File: config.mk
export PLATFORM = sky130hd
export DESIGN_NAME = hsu_host_port
export DESIGN_NICKNAME = d
export VERILOG_FILES = /design/src/pkg/hsu_pkg.sv /design/src/logic/hsu_reg_ram.sv /design/src/logic/hsu_host_port.sv
export SDC_FILE = /design/constraint.sdc
export NUM_CORES = 1
export LEC_CHECK = 0
export BUFFER_PORTS_ARGS = -buffer_cell sky130_fd_sc_hd__buf_2
export CAP_MARGIN = 40
export CORE_AREA = 2 2 237 239
export CTS_BUF_LIST = sky130_fd_sc_hd__clkbuf_4
export CTS_CLUSTER_DIAMETER = 60
export DETAILED_ROUTE_END_ITERATION = 7
export DIE_AREA = 0 0 239 241
export PLACE_DENSITY = 0.7
export SETUP_SLACK_MARGIN = 0.3
export SLEW_MARGIN = 20
export SYNTH_ARGS = -nofsm -noshare
export SYNTH_HDL_FRONTEND = slang
export SYNTH_SLANG_ARGS = --single-unit
export TNS_END_PERCENT = 30
File: constraint.sdc
create_clock -name i_clk_sys -period 9.1 [get_ports i_clk_sys]
set_input_delay 0.91 -clock i_clk_sys [delete_from_list [all_inputs] [get_ports i_clk_sys]]
set_output_delay 0.91 -clock i_clk_sys [all_outputs]
set_load 0.01 [all_outputs]
File: src/pkg/hsu_pkg.sv
// Shared constants, types and the state record of the host serial port.
// Assumes one 100 MHz system clock; the 27.12 MHz reference is made from it.
package hsu_pkg;

  localparam int ADDR_W = 6;
  localparam int DATA_W = 8;

  // Register locations inside the device map
  localparam logic [ADDR_W-1:0] BAUD_DIV_ADDR = 6'h1f;
  localparam logic [ADDR_W-1:0] TEST_PIN_CFG_ADDR = 6'h33;
  localparam logic [DATA_W-1:0] BAUD_DIV_RST = 8'heb;
  localparam logic [DATA_W-1:0] TEST_PIN_CFG_RST = 8'h80;
  localparam int LINE_EN_BIT = 7;

  // Address byte layout
  localparam int DIR_BIT = 7;
  localparam int SPI_ADDR_MSB = 6;
  localparam int SPI_ADDR_LSB = 1;
  localparam int UART_ADDR_MSB = 5;
  localparam int UART_ADDR_LSB = 0;

  // Baud divider fields and arithmetic
  localparam int EXP_MSB = 7;
  localparam int EXP_LSB = 5;
  localparam int MANT_MSB = 4;
  localparam int MANT_LSB = 0;
  localparam int DIV_W = 13;
  localparam logic [DIV_W-1:0] MANT_OFFSET = 13'h0021;
  localparam logic [DIV_W-1:0] DIV_ONE = 13'h0001;

  // Reference clock synthesis, in kHz
  localparam int SYS_KHZ = 100000;
  localparam int REF_KHZ = 27120;
  localparam int ACC_W = 17;

  localparam int BIT_CNT_W = 3;
  localparam logic [BIT_CNT_W-1:0] LAST_BIT = 3'h7;

  typedef enum logic [1:0] {IF_DETECT, IF_I2C, IF_UART, IF_SPI} hsu_if_e;
  typedef enum logic [1:0] {RX_IDLE, RX_START, RX_DATA, RX_STOP} hsu_rx_e;
  typedef enum logic [1:0] {TX_IDLE, TX_START, TX_DATA, TX_STOP} hsu_tx_e;

  typedef struct packed {
    logic we;
    logic [ADDR_W-1:0] addr;
    logic [DATA_W-1:0] wdata;
  } hsu_ram_req_s;

  typedef struct packed {
    logic o;
    logic oe;
  } hsu_pin_s;

  typedef struct packed {
    hsu_if_e mode;
    logic sck_q;
    logic rx_q;
    logic [BIT_CNT_W-1:0] spi_bit;
    logic spi_first;
    logic spi_read;
    logic [ADDR_W-1:0] spi_addr;
    logic [DATA_W-1:0] spi_rsh;
    logic [DATA_W-1:0] spi_tsh;
    logic [ACC_W-1:0] acc;
    logic ref_tick;
    hsu_rx_e rx_st;
    logic [DIV_W-1:0] rx_cnt;
    logic [BIT_CNT_W-1:0] rx_bit;
    logic [DATA_W-1:0] rx_sh;
    hsu_tx_e tx_st;
    logic [DIV_W-1:0] tx_cnt;
    logic [BIT_CNT_W-1:0] tx_bit;
    logic [DATA_W-1:0] tx_sh;
    logic tx_line;
    logic tx_pend;
    logic [DATA_W-1:0] tx_byte;
    logic u_wait_data;
    logic [ADDR_W-1:0] u_addr;
    logic [DATA_W-1:0] baud_div;
    logic [DATA_W-1:0] tpc;
    hsu_ram_req_s ram_req;
    logic [1:0] rd_stage;
    logic rd_uart0;
    logic rd_uart1;
    logic [ADDR_W-1:0] rd_addr0;
    logic [ADDR_W-1:0] rd_addr1;
    hsu_pin_s d7;
    hsu_pin_s d6;
    hsu_pin_s d5;
  } hsu_state_s;

endpackage

File: src/logic/hsu_reg_ram.sv
// Register bank behind the host port: 64 bytes, one write or read per cycle.
// Assumes the caller holds the request for one cycle; read data come one edge later.
`timescale 1ns/10ps
module hsu_reg_ram
(
  input wire logic i_clk_sys,
  input wire hsu_pkg::hsu_ram_req_s i_req,
  output logic [hsu_pkg::DATA_W-1:0] o_rdata
);
  logic [hsu_pkg::DATA_W-1:0] mem [0:(1<<hsu_pkg::ADDR_W)-1];

  // No reset on the array; contents are undefined until written
  always_ff @(posedge i_clk_sys)
  begin
    if (i_req.we)
    begin
      mem[i_req.addr] <= i_req.wdata;
    end
    o_rdata <= mem[i_req.addr];
  end
endmodule // hsu_reg_ram

File: src/logic/hsu_host_port.sv
// Host port: strap detection, SPI slave and UART register access.
// Assumes pins arrive synchronous to i_clk_sys and the host obeys the protocol limits.
`timescale 1ns/10ps

// What this block does
// - After reset, pick the host interface from the strap pin levels.
// - I2C pin high selects I2C; else address-select low UART, high SPI.
// - SPI slave: host drives clock and MOSI, device answers on MISO.
// - SPI bytes shift most significant bit first on both lines.
// - SPI data sampled on rising clock, changed only on falling clock.
// - MISO updates on falling clock edges, stable across the next rise.
// - SPI address byte: bit 7 direction, bits 6..1 address, bit 0 zero.
// - SPI read: each byte returns data for the previously sent address.
// - SPI write: one address byte then any number of data bytes.
// - SPI port works with host clocks up to 10 Mbit/s.
// - UART runs at 9.6 kBd after reset until the divider is written.
// - Divider register holds 3-bit exponent and 5-bit mantissa.
// - Exponent 0 divides by mantissa+1, else (mantissa+33) shifted by exponent-1.
// - Divider values give the tabulated rates within 1.5 percent.
// - UART character: start bit 0, eight data bits, stop bit 1.
// - UART bytes travel least significant bit first.
// - UART read: address byte in, one data byte returned.
// - Request and auxiliary outputs disabled when line drive enable is cleared.
// - UART address byte: bit 7 direction, bit 6 reserved, bits 5..0 address.
// - UART write echoes the address byte during the data byte slot.
module hsu_host_port
#(
  parameter int CLK_KHZ = hsu_pkg::SYS_KHZ,
  parameter int REF_KHZ = hsu_pkg::REF_KHZ
)
(
  input wire logic i_clk_sys,
  input wire logic i_rst_n,
  input wire logic i_pin_i2c,
  input wire logic i_pin_ea,
  input wire logic i_pin_sda,
  input wire logic i_pin_d5,
  input wire logic i_pin_d6,
  input wire logic i_pin_d7,
  output logic o_d5,
  output logic o_d5_oe,
  output logic o_d6,
  output logic o_d6_oe,
  output logic o_d7,
  output logic o_d7_oe,
  output hsu_pkg::hsu_if_e o_if_mode
);
  localparam logic [hsu_pkg::ACC_W-1:0] ACC_STEP = hsu_pkg::ACC_W'(REF_KHZ);
  localparam logic [hsu_pkg::ACC_W-1:0] ACC_WRAP = hsu_pkg::ACC_W'(CLK_KHZ);

  logic [1:0] rst_sync_ff;
  logic rst_n;
  hsu_pkg::hsu_state_s state_ff;
  hsu_pkg::hsu_state_s nxt_state;
  logic [hsu_pkg::DATA_W-1:0] ram_rdata;
  logic [hsu_pkg::DATA_W-1:0] rd_data;
  logic [hsu_pkg::DATA_W-1:0] spi_byte;
  logic [hsu_pkg::DIV_W-1:0] div_full;
  logic [hsu_pkg::DIV_W-1:0] div_half;
  logic sck_rise;
  logic sck_fall;
  logic wr_baud;

  function automatic hsu_pkg::hsu_if_e pick_mode(input logic i2c, input logic ea);
    if (i2c)
      return hsu_pkg::IF_I2C;
    else if (ea)
      return hsu_pkg::IF_SPI;
    else
      return hsu_pkg::IF_UART;
  endfunction

  // Bit time in 27.12 MHz reference ticks
  function automatic logic [hsu_pkg::DIV_W-1:0] baud_ticks(input logic [hsu_pkg::DATA_W-1:0] v);
    logic [2:0] e;
    logic [hsu_pkg::DIV_W-1:0] m;
    e = v[hsu_pkg::EXP_MSB:hsu_pkg::EXP_LSB];
    m = hsu_pkg::DIV_W'(v[hsu_pkg::MANT_MSB:hsu_pkg::MANT_LSB]);
    if (e == 3'h0)
      return m + hsu_pkg::DIV_ONE;
    else
      return (m + hsu_pkg::MANT_OFFSET) << (e - 3'h1);
  endfunction

  // Control registers live in flops because they steer logic; the rest go to the bank
  function automatic hsu_pkg::hsu_state_s do_write(input hsu_pkg::hsu_state_s s,
                                                   input logic [hsu_pkg::ADDR_W-1:0] a,
                                                   input logic [hsu_pkg::DATA_W-1:0] d);
    hsu_pkg::hsu_state_s r;
    r = s;
    if (a == hsu_pkg::BAUD_DIV_ADDR)
      r.baud_div = d;
    else if (a == hsu_pkg::TEST_PIN_CFG_ADDR)
      r.tpc = d;
    else
    begin
      r.ram_req.we = 1'b1;
      r.ram_req.addr = a;
      r.ram_req.wdata = d;
    end
    return r;
  endfunction

  function automatic hsu_pkg::hsu_state_s do_read(input hsu_pkg::hsu_state_s s,
                                                  input logic [hsu_pkg::ADDR_W-1:0] a,
                                                  input logic for_uart);
    hsu_pkg::hsu_state_s r;
    r = s;
    r.ram_req.addr = a;
    r.rd_addr0 = a;
    r.rd_uart0 = for_uart;
    r.rd_stage[0] = 1'b1;
    return r;
  endfunction

  // Reset release through two flops
  always_ff @(posedge i_clk_sys or negedge i_rst_n)
  begin
    if (!i_rst_n)
      rst_sync_ff <= 2'b00;
    else
      rst_sync_ff <= {rst_sync_ff[0], 1'b1};
  end
  assign rst_n = rst_sync_ff[1];

  hsu_reg_ram u_ram
  (
    .i_clk_sys(i_clk_sys),
    .i_req(state_ff.ram_req),
    .o_rdata(ram_rdata)
  );

  always_comb
  begin
    nxt_state = state_ff;
    nxt_state.ram_req.we = 1'b0;
    nxt_state.rd_stage = {state_ff.rd_stage[0], 1'b0};
    nxt_state.rd_uart1 = state_ff.rd_uart0;
    nxt_state.rd_addr1 = state_ff.rd_addr0;
    nxt_state.sck_q = i_pin_d5;
    nxt_state.rx_q = i_pin_sda;
    sck_rise = !state_ff.sck_q && i_pin_d5;
    sck_fall = state_ff.sck_q && !i_pin_d5;
    spi_byte = {state_ff.spi_rsh[6:0], i_pin_d6};
    div_full = baud_ticks(state_ff.baud_div);
    div_half = (div_full > hsu_pkg::DIV_ONE) ? (div_full >> 1) : hsu_pkg::DIV_ONE;
    if (state_ff.rd_addr1 == hsu_pkg::BAUD_DIV_ADDR)
      rd_data = state_ff.baud_div;
    else if (state_ff.rd_addr1 == hsu_pkg::TEST_PIN_CFG_ADDR)
      rd_data = state_ff.tpc;
    else
      rd_data = ram_rdata;
    // 27.12 MHz tick by phase accumulation: jitter of one system cycle per tick
    if (state_ff.acc + ACC_STEP >= ACC_WRAP)
    begin
      nxt_state.acc = state_ff.acc + ACC_STEP - ACC_WRAP;
      nxt_state.ref_tick = 1'b1;
    end
    else
    begin
      nxt_state.acc = state_ff.acc + ACC_STEP;
      nxt_state.ref_tick = 1'b0;
    end
    // Straps are read once; afterwards the choice is frozen
    if (state_ff.mode == hsu_pkg::IF_DETECT)
      nxt_state.mode = pick_mode(i_pin_i2c, i_pin_ea);
    nxt_state.d7 = '{o: 1'b0, oe: 1'b0};
    nxt_state.d6 = '{o: 1'b0, oe: 1'b0};
    nxt_state.d5 = '{o: 1'b0, oe: 1'b0};
    unique case (state_ff.mode)
      hsu_pkg::IF_DETECT, hsu_pkg::IF_I2C:
      begin
        // I2C protocol handling sits outside this port; all drivers stay off
      end
      hsu_pkg::IF_SPI:
      begin
        nxt_state.d7.o = state_ff.d7.o;
        if (i_pin_sda)
        begin
          nxt_state.spi_bit = '0;
          nxt_state.spi_first = 1'b1;
        end
        else
        begin
          nxt_state.d7.oe = 1'b1;
          if (sck_rise)
          begin
            nxt_state.spi_rsh = spi_byte;
            nxt_state.spi_bit = state_ff.spi_bit + 3'h1;
            if (state_ff.spi_bit == hsu_pkg::LAST_BIT)
            begin
              if (state_ff.spi_first)
              begin
                nxt_state.spi_first = 1'b0;
                nxt_state.spi_read = spi_byte[hsu_pkg::DIR_BIT];
                nxt_state.spi_addr = spi_byte[hsu_pkg::SPI_ADDR_MSB:hsu_pkg::SPI_ADDR_LSB];
                if (spi_byte[hsu_pkg::DIR_BIT])
                  nxt_state = do_read(nxt_state, spi_byte[hsu_pkg::SPI_ADDR_MSB:hsu_pkg::SPI_ADDR_LSB], 1'b0);
              end
              else if (state_ff.spi_read)
              begin
                // A zero byte only closes the burst and fetches nothing
                if (spi_byte != '0)
                  nxt_state = do_read(nxt_state, spi_byte[hsu_pkg::SPI_ADDR_MSB:hsu_pkg::SPI_ADDR_LSB], 1'b0);
              end
              else
                nxt_state = do_write(nxt_state, state_ff.spi_addr, spi_byte);
            end
          end
          if (sck_fall)
          begin
            nxt_state.d7.o = state_ff.spi_tsh[hsu_pkg::DATA_W-1];
            nxt_state.spi_tsh = {state_ff.spi_tsh[6:0], 1'b0};
          end
        end
        // Read data land three cycles after the last rise, before the next fall at 10 Mbit/s
        if (state_ff.rd_stage[1] && !state_ff.rd_uart1)
          nxt_state.spi_tsh = rd_data;
      end
      hsu_pkg::IF_UART:
      begin
        nxt_state.d7 = '{o: state_ff.tx_line, oe: 1'b1};
        nxt_state.d5 = '{o: state_ff.tx_pend || (state_ff.tx_st != hsu_pkg::TX_IDLE),
                         oe: state_ff.tpc[hsu_pkg::LINE_EN_BIT]};
        nxt_state.d6 = '{o: state_ff.u_wait_data, oe: state_ff.tpc[hsu_pkg::LINE_EN_BIT]};
        // Taking a queued byte clears the flag first, so a request landing in the same cycle still sets it
        if (state_ff.tx_st == hsu_pkg::TX_IDLE && state_ff.tx_pend)
          nxt_state.tx_pend = 1'b0;
        unique case (state_ff.rx_st)
          hsu_pkg::RX_IDLE:
            if (state_ff.rx_q && !i_pin_sda)
            begin
              nxt_state.rx_st = hsu_pkg::RX_START;
              nxt_state.rx_cnt = div_half;
            end
          hsu_pkg::RX_START:
            if (state_ff.ref_tick)
            begin
              nxt_state.rx_cnt = state_ff.rx_cnt - hsu_pkg::DIV_ONE;
              if (state_ff.rx_cnt == hsu_pkg::DIV_ONE)
              begin
                nxt_state.rx_st = i_pin_sda ? hsu_pkg::RX_IDLE : hsu_pkg::RX_DATA;
                nxt_state.rx_cnt = div_full;
                nxt_state.rx_bit = '0;
              end
            end
          hsu_pkg::RX_DATA:
            if (state_ff.ref_tick)
            begin
              nxt_state.rx_cnt = state_ff.rx_cnt - hsu_pkg::DIV_ONE;
              if (state_ff.rx_cnt == hsu_pkg::DIV_ONE)
              begin
                nxt_state.rx_sh = {i_pin_sda, state_ff.rx_sh[7:1]};
                nxt_state.rx_cnt = div_full;
                nxt_state.rx_bit = state_ff.rx_bit + 3'h1;
                if (state_ff.rx_bit == hsu_pkg::LAST_BIT)
                  nxt_state.rx_st = hsu_pkg::RX_STOP;
              end
            end
          hsu_pkg::RX_STOP:
            if (state_ff.ref_tick)
            begin
              nxt_state.rx_cnt = state_ff.rx_cnt - hsu_pkg::DIV_ONE;
              if (state_ff.rx_cnt == hsu_pkg::DIV_ONE)
              begin
                nxt_state.rx_st = hsu_pkg::RX_IDLE;
                // A missing stop bit drops the character
                if (i_pin_sda)
                begin
                  if (state_ff.u_wait_data)
                  begin
                    nxt_state.u_wait_data = 1'b0;
                    nxt_state = do_write(nxt_state, state_ff.u_addr, state_ff.rx_sh);
                  end
                  else if (state_ff.rx_sh[hsu_pkg::DIR_BIT])
                    nxt_state = do_read(nxt_state, state_ff.rx_sh[hsu_pkg::UART_ADDR_MSB:hsu_pkg::UART_ADDR_LSB],
                                        1'b1);
                  else
                  begin
                    nxt_state.u_wait_data = 1'b1;
                    nxt_state.u_addr = state_ff.rx_sh[hsu_pkg::UART_ADDR_MSB:hsu_pkg::UART_ADDR_LSB];
                    nxt_state.tx_pend = 1'b1;
                    nxt_state.tx_byte = state_ff.rx_sh;
                  end
                end
              end
            end
        endcase
        if (state_ff.rd_stage[1] && state_ff.rd_uart1)
        begin
          nxt_state.tx_pend = 1'b1;
          nxt_state.tx_byte = rd_data;
        end
        unique case (state_ff.tx_st)
          hsu_pkg::TX_IDLE:
          begin
            nxt_state.tx_line = 1'b1;
            if (state_ff.tx_pend)
            begin
              nxt_state.tx_sh = state_ff.tx_byte;
              nxt_state.tx_st = hsu_pkg::TX_START;
              nxt_state.tx_line = 1'b0;
              nxt_state.tx_cnt = div_full;
            end
          end
          default:
            if (state_ff.ref_tick)
            begin
              nxt_state.tx_cnt = state_ff.tx_cnt - hsu_pkg::DIV_ONE;
              if (state_ff.tx_cnt == hsu_pkg::DIV_ONE)
              begin
                nxt_state.tx_cnt = div_full;
                if (state_ff.tx_st == hsu_pkg::TX_STOP)
                begin
                  nxt_state.tx_st = hsu_pkg::TX_IDLE;
                end
                else if (state_ff.tx_st == hsu_pkg::TX_DATA && state_ff.tx_bit == hsu_pkg::LAST_BIT)
                begin
                  nxt_state.tx_st = hsu_pkg::TX_STOP;
                  nxt_state.tx_line = 1'b1;
                end
                else
                begin
                  nxt_state.tx_bit = (state_ff.tx_st == hsu_pkg::TX_START) ? '0 : state_ff.tx_bit + 3'h1;
                  nxt_state.tx_st = hsu_pkg::TX_DATA;
                  nxt_state.tx_line = state_ff.tx_sh[0];
                  nxt_state.tx_sh = {1'b0, state_ff.tx_sh[7:1]};
                end
              end
            end
        endcase
      end
    endcase
  end

  always_ff @(posedge i_clk_sys or negedge rst_n)
  begin
    if (!rst_n)
    begin
      state_ff <= '0;
      state_ff.mode <= hsu_pkg::IF_DETECT;
      state_ff.spi_first <= 1'b1;
      state_ff.rx_q <= 1'b1;
      state_ff.tx_line <= 1'b1;
      state_ff.baud_div <= hsu_pkg::BAUD_DIV_RST;
      state_ff.tpc <= hsu_pkg::TEST_PIN_CFG_RST;
    end
    else
      state_ff <= nxt_state;
  end

  assign o_d5 = state_ff.d5.o;
  assign o_d5_oe = state_ff.d5.oe;
  assign o_d6 = state_ff.d6.o;
  assign o_d6_oe = state_ff.d6.oe;
  assign o_d7 = state_ff.d7.o;
  assign o_d7_oe = state_ff.d7.oe;
  assign o_if_mode = state_ff.mode;

  // Decoded apart from the write path, so the hold check does not restate the logic it guards
  assign wr_baud = (state_ff.mode == hsu_pkg::IF_SPI && !i_pin_sda && sck_rise && !state_ff.spi_first
                    && !state_ff.spi_read && state_ff.spi_bit == hsu_pkg::LAST_BIT
                    && state_ff.spi_addr == hsu_pkg::BAUD_DIV_ADDR)
                || (state_ff.mode == hsu_pkg::IF_UART && state_ff.rx_st == hsu_pkg::RX_STOP && state_ff.ref_tick
                    && state_ff.rx_cnt == hsu_pkg::DIV_ONE && i_pin_sda && state_ff.u_wait_data
                    && state_ff.u_addr == hsu_pkg::BAUD_DIV_ADDR);
endmodule // hsu_host_port

==> results of run 1 <==
==> power groups by stage <==
stage	Clock, mW	Combinational [mW]	Sequential (mW)
2_1_floorplan	0	0.125	3.47
3_3_place_gp	0	0.130	3.51
3_5_place_dp	0	0.141	3.51
6_report	2.58	0.143	3.45
5_1_grt	2.80	0.161	3.45
4_1_cts	2.64	0.142	3.44
==> placed cells by master (no fill, tap or decap), drive strengths merged, types with 8 or more instances in the layout <==
master  Yosys  layout
nor2      213     213
mux2       68      68
a21o       12      12
o211ai     14      14
a21oi     143     143
o22ai      35      35
mux4       46      46
nor3       42      42
clkbuf     82     251
xnor2      19      19
o221ai     10      10
o21ai     111     111
buf        65      98
edfxtp    512     512
nand3      34      34
o31ai      14      14
and2       14      14
or4         9       9
o21a       12      12
and3        8       8
ha         21      21
dfxtp       8       8
nand3b      8       8
a221oi     38      38
a32oi      13      13
a22oi      71      71
nor4       14      14
inv        29      31
xor2       13      13
nand2b     11      11
nor2b      20      20
a211oi     20      20
nand2     190     190
dfstp      10      10
mux2i      60      60
clkinv      0      45
a22o       28      28
dfrtp     157     157
==> flip-flops by register name, summed over array words and instances, names as in the netlist <==
signal	flops
o_d5	1
o_d6	1
u_ram.mem	512
state_ff	151
o_d5_oe	1
o_if_mode	2
u_ram.o_rdata	8
rst_sync_ff	2
spi_byte	7
o_d7_oe	1
o_d7	1
==> per-stage QoR <==
step | hold WS (ps) | cells | util | worst slack, ps
floorplan | 331 | 2254 | - | 4120
global placement | 273 | 2850 | 0.556 | 5040
detailed placement | 282 | 2883 | 0.563 | 5000
CTS | 4.22 | 3190 | 0.603 | 4950
global route | 41.2 | 3218 | 0.608 | 4740
finish | 112 | 3219 | 0.608 | 4870
==> final timing paths <==
| check | slack [ps] | end | cells after the start |
|---|---|---|---|
| worst min-delay path | 110 | o_if_mode[1]$_DFFE_PN0N_ | 2 |
| max in group asynchronous | 7800 | state_ff[69]$_DFFE_PN1P_ | 2 |
| worst min register to register | 260 | state_ff[7]$_DFF_PN0_ | 0 |
| min in group asynchronous | 230 | rst_sync_ff[0]$_DFF_PN0_ | 2 |
| worst max register to register | 4870 | u_ram.o_rdata[7]$_DFF_P_ | 7 |
| worst max-delay path | 4870 | u_ram.o_rdata[7]$_DFF_P_ | 7 |
==> cell families (layout without fill, tap and decap cells) <==
logic type | after synthesis | in the layout | synth area share
mux | 174 | 174 | 0.0801
other cells | 1 | 4 | 0.000125
xor+xnor | 32 | 32 | 0.00935
fa+ha+maj | 22 | 22 | 0.00910
buf+inv | 176 | 434 | 0.0245
flops | 687 | 687 | 0.658
compound gates | 567 | 567 | 0.127
simple gates | 595 | 595 | 0.0915
==> synthesized netlist by cell type (6+ instances only) <==
library cell and instances:
ha_1 21, nand2b_1 11, dfxtp_1 8, a32oi_1 13
o21ai_0 102, nand4_1 6, nor2b_1 19, nor2_1 209
edfxtp_1 512, or4_1 8, o221ai_1 10, nor4_1 12
mux2i_1 60, mux2_2 68, o211ai_1 14, and2_1 13
inv_1 28, nor3_1 41, a211oi_1 20, xor2_1 13
a221oi_1 37, a31oi_1 6, a22oi_1 71, clkbuf_1 82
o31ai_1 14, a22o_1 28, dfstp_2 10, a21oi_1 142
xnor2_1 19, nand3b_1 8, buf_1 18, a21o_1 12
nand2_1 188, o21a_1 12, o22ai_1 35, and3_1 8
nand3_1 33, dfrtp_1 157, buf_2 43, mux4_2 46
==> what timing repair did <==
action / 4_1_cts / 5_1_grt
setup endpoints to repair: 0 / 0
hold buffers: 2 / 0
gates resized for setup: 0 / 0
hold endpoints to repair: 3 / 0
==> layer usage <==
| layer | GRT usage | vias to the layer above |
|---|---|---|
| met5 | 0 | - |
| met4 | 0.107 | 0 |
| met3 | 0.0572 | 139 |
| met2 | 0.401 | 1056 |
| met1 | 0.373 | 9960 |
| li1 | - | 9008 |
==> layout make-up <==
cell class	instances	area share
Multi-Input combinational cell	1391	0.286
Tap cell	704	0.0264
Sequential cell	687	0.592
Clock buffer	251	0.0565
Timing Repair Buffer	100	0.0254
Clock inverter	54	0.00979
Antenna cell	3	0.000225
Inverter	29	0.00326
==> reports/qor.csv, run 1 <==
metric,value,unit
cts_tree,done,
synth_edf_count,512,
synth_ff_type,edfxtp_1,
rows,86,
p_total,6.17,mW
placed_area,30900,sq um
swShare,0.225,
yosysWarnings,0,
power_density,185,nW/um^2
period_share,0.465,
drive_above_1_share,0.216,
status,finished clean,
ys_async_sr_fraction,0.243,
die_w,239,um
final_antenna_net_count,0,
hpwlAfterDp,47000,um
slew_headroom,0.406,
core,54900,sq um
seq_area,19800,sq um
cts_sinks,687,
crit_chain,"buf_4, buf_4, mux4_2, mux2i_1, o22ai_1, nor4_1, o21ai_0",
setup_viol,0,
slew_viol_final,0,
synth-seq-cells,687,
firstDrtPassIters,6,
grt_pass1_vias,19600,
maxUsedRoutingLayer,met4,
nFillCells,4241,
rsz0062_at_grt,no,
startpoint,state_ff[30]$_DFFE_PN0P_,
yosys.area.top_type,edfxtp_1,
crit_path_top_delay_cell,dfrtp_4,
nNetsFinal,2408,
netlist-cell-type-count,90,
m1WireLength,31500,um
cts_buffers,170,
routedWlPerCell,23.2,um
vias,20200,
place_congestion,0.885,
power.share.sequential,0.558,
min-delay-start,i_pin_i2c,
maxCapViolCount,0,
drc_errors,0,
arrival,5040,ps
grt_usage,0.264,
postCtsSetupBuffers,0,
min_period,4230,ps
syn_area,30000,sq um
via_per_inst,6.26,
hold_violations,0,
cp_common_cell,buf_4,
port_buffers,14,
worstReg2RegStart,state_ff[30]$_DFFE_PN0P_,
cp_max_fo,53,
multi_input_area,9530,sq um
synth_top_cell_area_share,0.513,
wl_met2,34500,um
io_pins,16,
start_util,0.546,
power.share.clock,0.418,
worst-path-buf-inv,2,
clock-skew-final,58.6,ps
setup_tns,0,ps
ys_seq_area_frac,0.658,
syn_area_per_cell,13.3,sq um
combPwrFrac,0.023,
syn_inst,2254,
path_delay_family,buffers and inverters,
p_int,4.78,mW
max_stage_delay,890,ps
clkTransAtPathRegs,70,ps
syn-num-nets,2283,
grt_remaining_overflow,0,
antenna_found_initial,3,
worst_setup_path_end_kind,register,
areaGrowthSynthToFinish,11.2,%
final_area,33300,sq um
start_kind,register,
die_area,57600,sq um
grt_max_degree,66,
power_leakage,11.6,nW
p_switching,1.39,mW
drt-total-wl,74800,um
cts_htree_levels,4,
peakVddDrop,0.000138,V
insertion_delay,990,ps
required,9910,ps
wl_met3,6870,um
die_y,241,um
clockBufferDepth,3,
drt-initial-drc-count,2264,
path_class,reg -> reg,
grt_pass1_wl,114000,um
tightest_slew,888,ps
min_path_type,in -> reg,
cts_root_buffer,clkbuf_4,
netlist_top_cells_area,"edfxtp_1 51%, dfrtp_1 13%, mux4_2 3.5%",
fmax,236,MHz
Power figures use the tool's default switching activity.
==> run 2, diff against run 1 <==
- clock period: 9.1 -> 4 ns (I/O delays scaled with it)
==> reports/qor.csv, run 2 (same netlist as run 1, synthesis figures left out) <==
metric,value,unit,change
worst_setup_path_end_kind,register,,
grt_usage,0.271,,+0.00778
fmax,301,MHz,+27%
grt_pass1_vias,20200,,+3.0%
nFillCells,4196,,-1.1%
post_cts_resized,0,,unchanged
setup_ws,675,ps,-4190 ps
rows,86,,unchanged
start_util,0.546,,unchanged
worstReg2RegStart,state_ff[32]$_DFFE_PN0P_,,
slew_viol_final,0,,unchanged
setup_tns,0,ps,unchanged
status,finished clean,,
power_density,418,nW/um^2,+130%
areaGrowthSynthToFinish,12.7,%,
period_share,0.831,,+0.366
reg.largest.list,"u_ram.mem: 512 flops, state_ff: 151 flops, u_ram.o_rdata: 8 flops",,
port_buffers,14,,unchanged
p_total,14.1,mW,+130%
clockBufferDepth,3,,unchanged
hold_violations,0,,unchanged
hold_end,o_if_mode[0]$_DFFE_PN0N_,,
die_y,241,um,unchanged
firstDrtPassIters,6,,unchanged
min_period,3320,ps,-907 ps
cp_max_fo,38,,-28%
largest_reg_flops,512,,unchanged
cts_sinks,687,,unchanged
tightest_slew,857,ps,-31.0 ps
min-delay-start,i_pin_ea,,
nNetsFinal,2460,,+2.2%
drt-total-wl,76600,um,+2.4%
hpwlAfterDp,48700,um,+3.5%
grt_remaining_overflow,0,,unchanged
r2r_slack,680,ps,-4190 ps
final_antenna_net_count,0,,unchanged
cts_root_buffer,clkbuf_4,,
min_path_cells,4,,+2
cts_buffers,173,,+1.8%
routedWlPerCell,23.4,um,+0.79%
power.share.sequential,0.555,,-0.003
fin_util,0.615,,+0.00791
drive_above_1_share,0.232,,+0.0158
die_area,57600,sq um,unchanged
combPwrFrac,0.024,,about the same
maxCapViolCount,0,,unchanged
drc_errors,0,,unchanged
post-place-ws,755,ps,-4250 ps
insertion_delay,990,ps,about the same
arrival,4170,ps,-870 ps
multi_input_area,9530,sq um,about the same
grt_max_degree,73,,+11%
antenna_found_initial,2,,-1
slew_headroom,0.429,,+0.0224
cts_htree_levels,4,,unchanged
regMostFlops,u_ram.mem,,
reg2reg_to,u_ram.o_rdata[6]$_DFF_P_,,
core,54900,sq um,unchanged
start_kind,register,,
via_per_inst,6.22,,-0.65%
reg2reg_depth,7,,unchanged
place_congestion,0.903,,+2.0%
layout_commonest_cell,edfxtp_1,,
vias,20400,,+0.93%
postCtsSetupBuffers,0,,unchanged
die_w,239,um,unchanged
path_class,reg -> reg,,
grt_pass1_wl,117000,um,+2.6%
drt-initial-drc-count,2324,,+2.7%
cts_tree,done,,
swShare,0.227,,+0.00177
mostFrequentLayoutCells,"512 x edfxtp_1, 260 x clkbuf_4, 208 x nor2_1",,
cts_hold_buf,9,,+7
p_int,10.9,mW,+130%
power_leakage,11.9,nW,+2.5%
setup_viol,0,,unchanged
clkTransAtPathRegs,70,ps,about the same
min_path_type,in -> reg,,
clock-skew-final,61.7,ps,+3.08 ps
rsz0062_at_grt,no,,
required,4840,ps,-5070 ps
peakVddDrop,0.000292,V,+110%
p_switching,3.20,mW,+130%
io_pins,16,,unchanged
power.share.clock,0.421,,+0.003
seq_area,19800,sq um,unchanged
-- run 2: stage by stage --
step	cells	area [sq um]	hold slack, ps
floorplan	2254	30000	104
global placement	2938	31300	193
detailed placement	2950	31500	197
CTS	3264	33800	47.5
global route	3268	33800	126
finish	3270	33800	165
-- run 2: worst max-delay path, cell delays in order, from the launching register on --
cell	delay (ps)
dfrtp_4	890
nor2_1	360
a221oi_1	310
a21oi_1	80
a221oi_1	650
o22a_1	210
o21ai_0	70
or4_1	600
-- run 2: worst max path at each step --
stage / to / startpoint
final: u_ram.o_rdata[6]$_DFF_P_ / state_ff[32]$_DFFE_PN0P_
after global routing: state_ff[133]$_DFF_PN0_ / state_ff[127]$_DFF_PN0_
after CTS: state_ff[109]$_DFFE_PN0P_ / state_ff[50]$_DFFE_PN1P_
after detailed placement: state_ff[133]$_DFF_PN0_ / state_ff[127]$_DFF_PN0_
after global placement: state_ff[112]$_DFFE_PN0P_ / state_ff[50]$_DFFE_PN1P_
after floorplan: o_d5$_DFF_PN0_ / rst_sync_ff[1]$_DFF_PN0_
-- run 2: area by class of cell --
| cell class | instances | area share |
|---|---|---|
| Multi-Input combinational cell | 1391 | 0.282 |
| Sequential cell | 687 | 0.585 |
| Clock buffer | 260 | 0.0578 |
| Tap cell | 704 | 0.0261 |
| Timing Repair Buffer | 149 | 0.0377 |
| Inverter | 29 | 0.00322 |
| Antenna cell | 5 | 0.000370 |
| Clock inverter | 45 | 0.00782 |
-- run 2: power by group through the flow --
stage | Sequential [mW] | Combinational (mW) | Clock [mW]
floorplan | 7.89 | 0.286 | 0
global placement | 7.98 | 0.304 | 0
detailed placement | 7.97 | 0.331 | 0
CTS | 7.82 | 0.340 | 6.07
global route | 7.84 | 0.382 | 6.41
finish | 7.83 | 0.340 | 5.93
-- run 2: metal layers --
layer  vias to the layer above  wire (um)  GRT usage
met2                      1061      34700      0.412
li1                       9096          -          -
met1                     10000      31700      0.369
met5                         -          0          0
met4                         0       2240      0.124
met3                       161       7900     0.0724
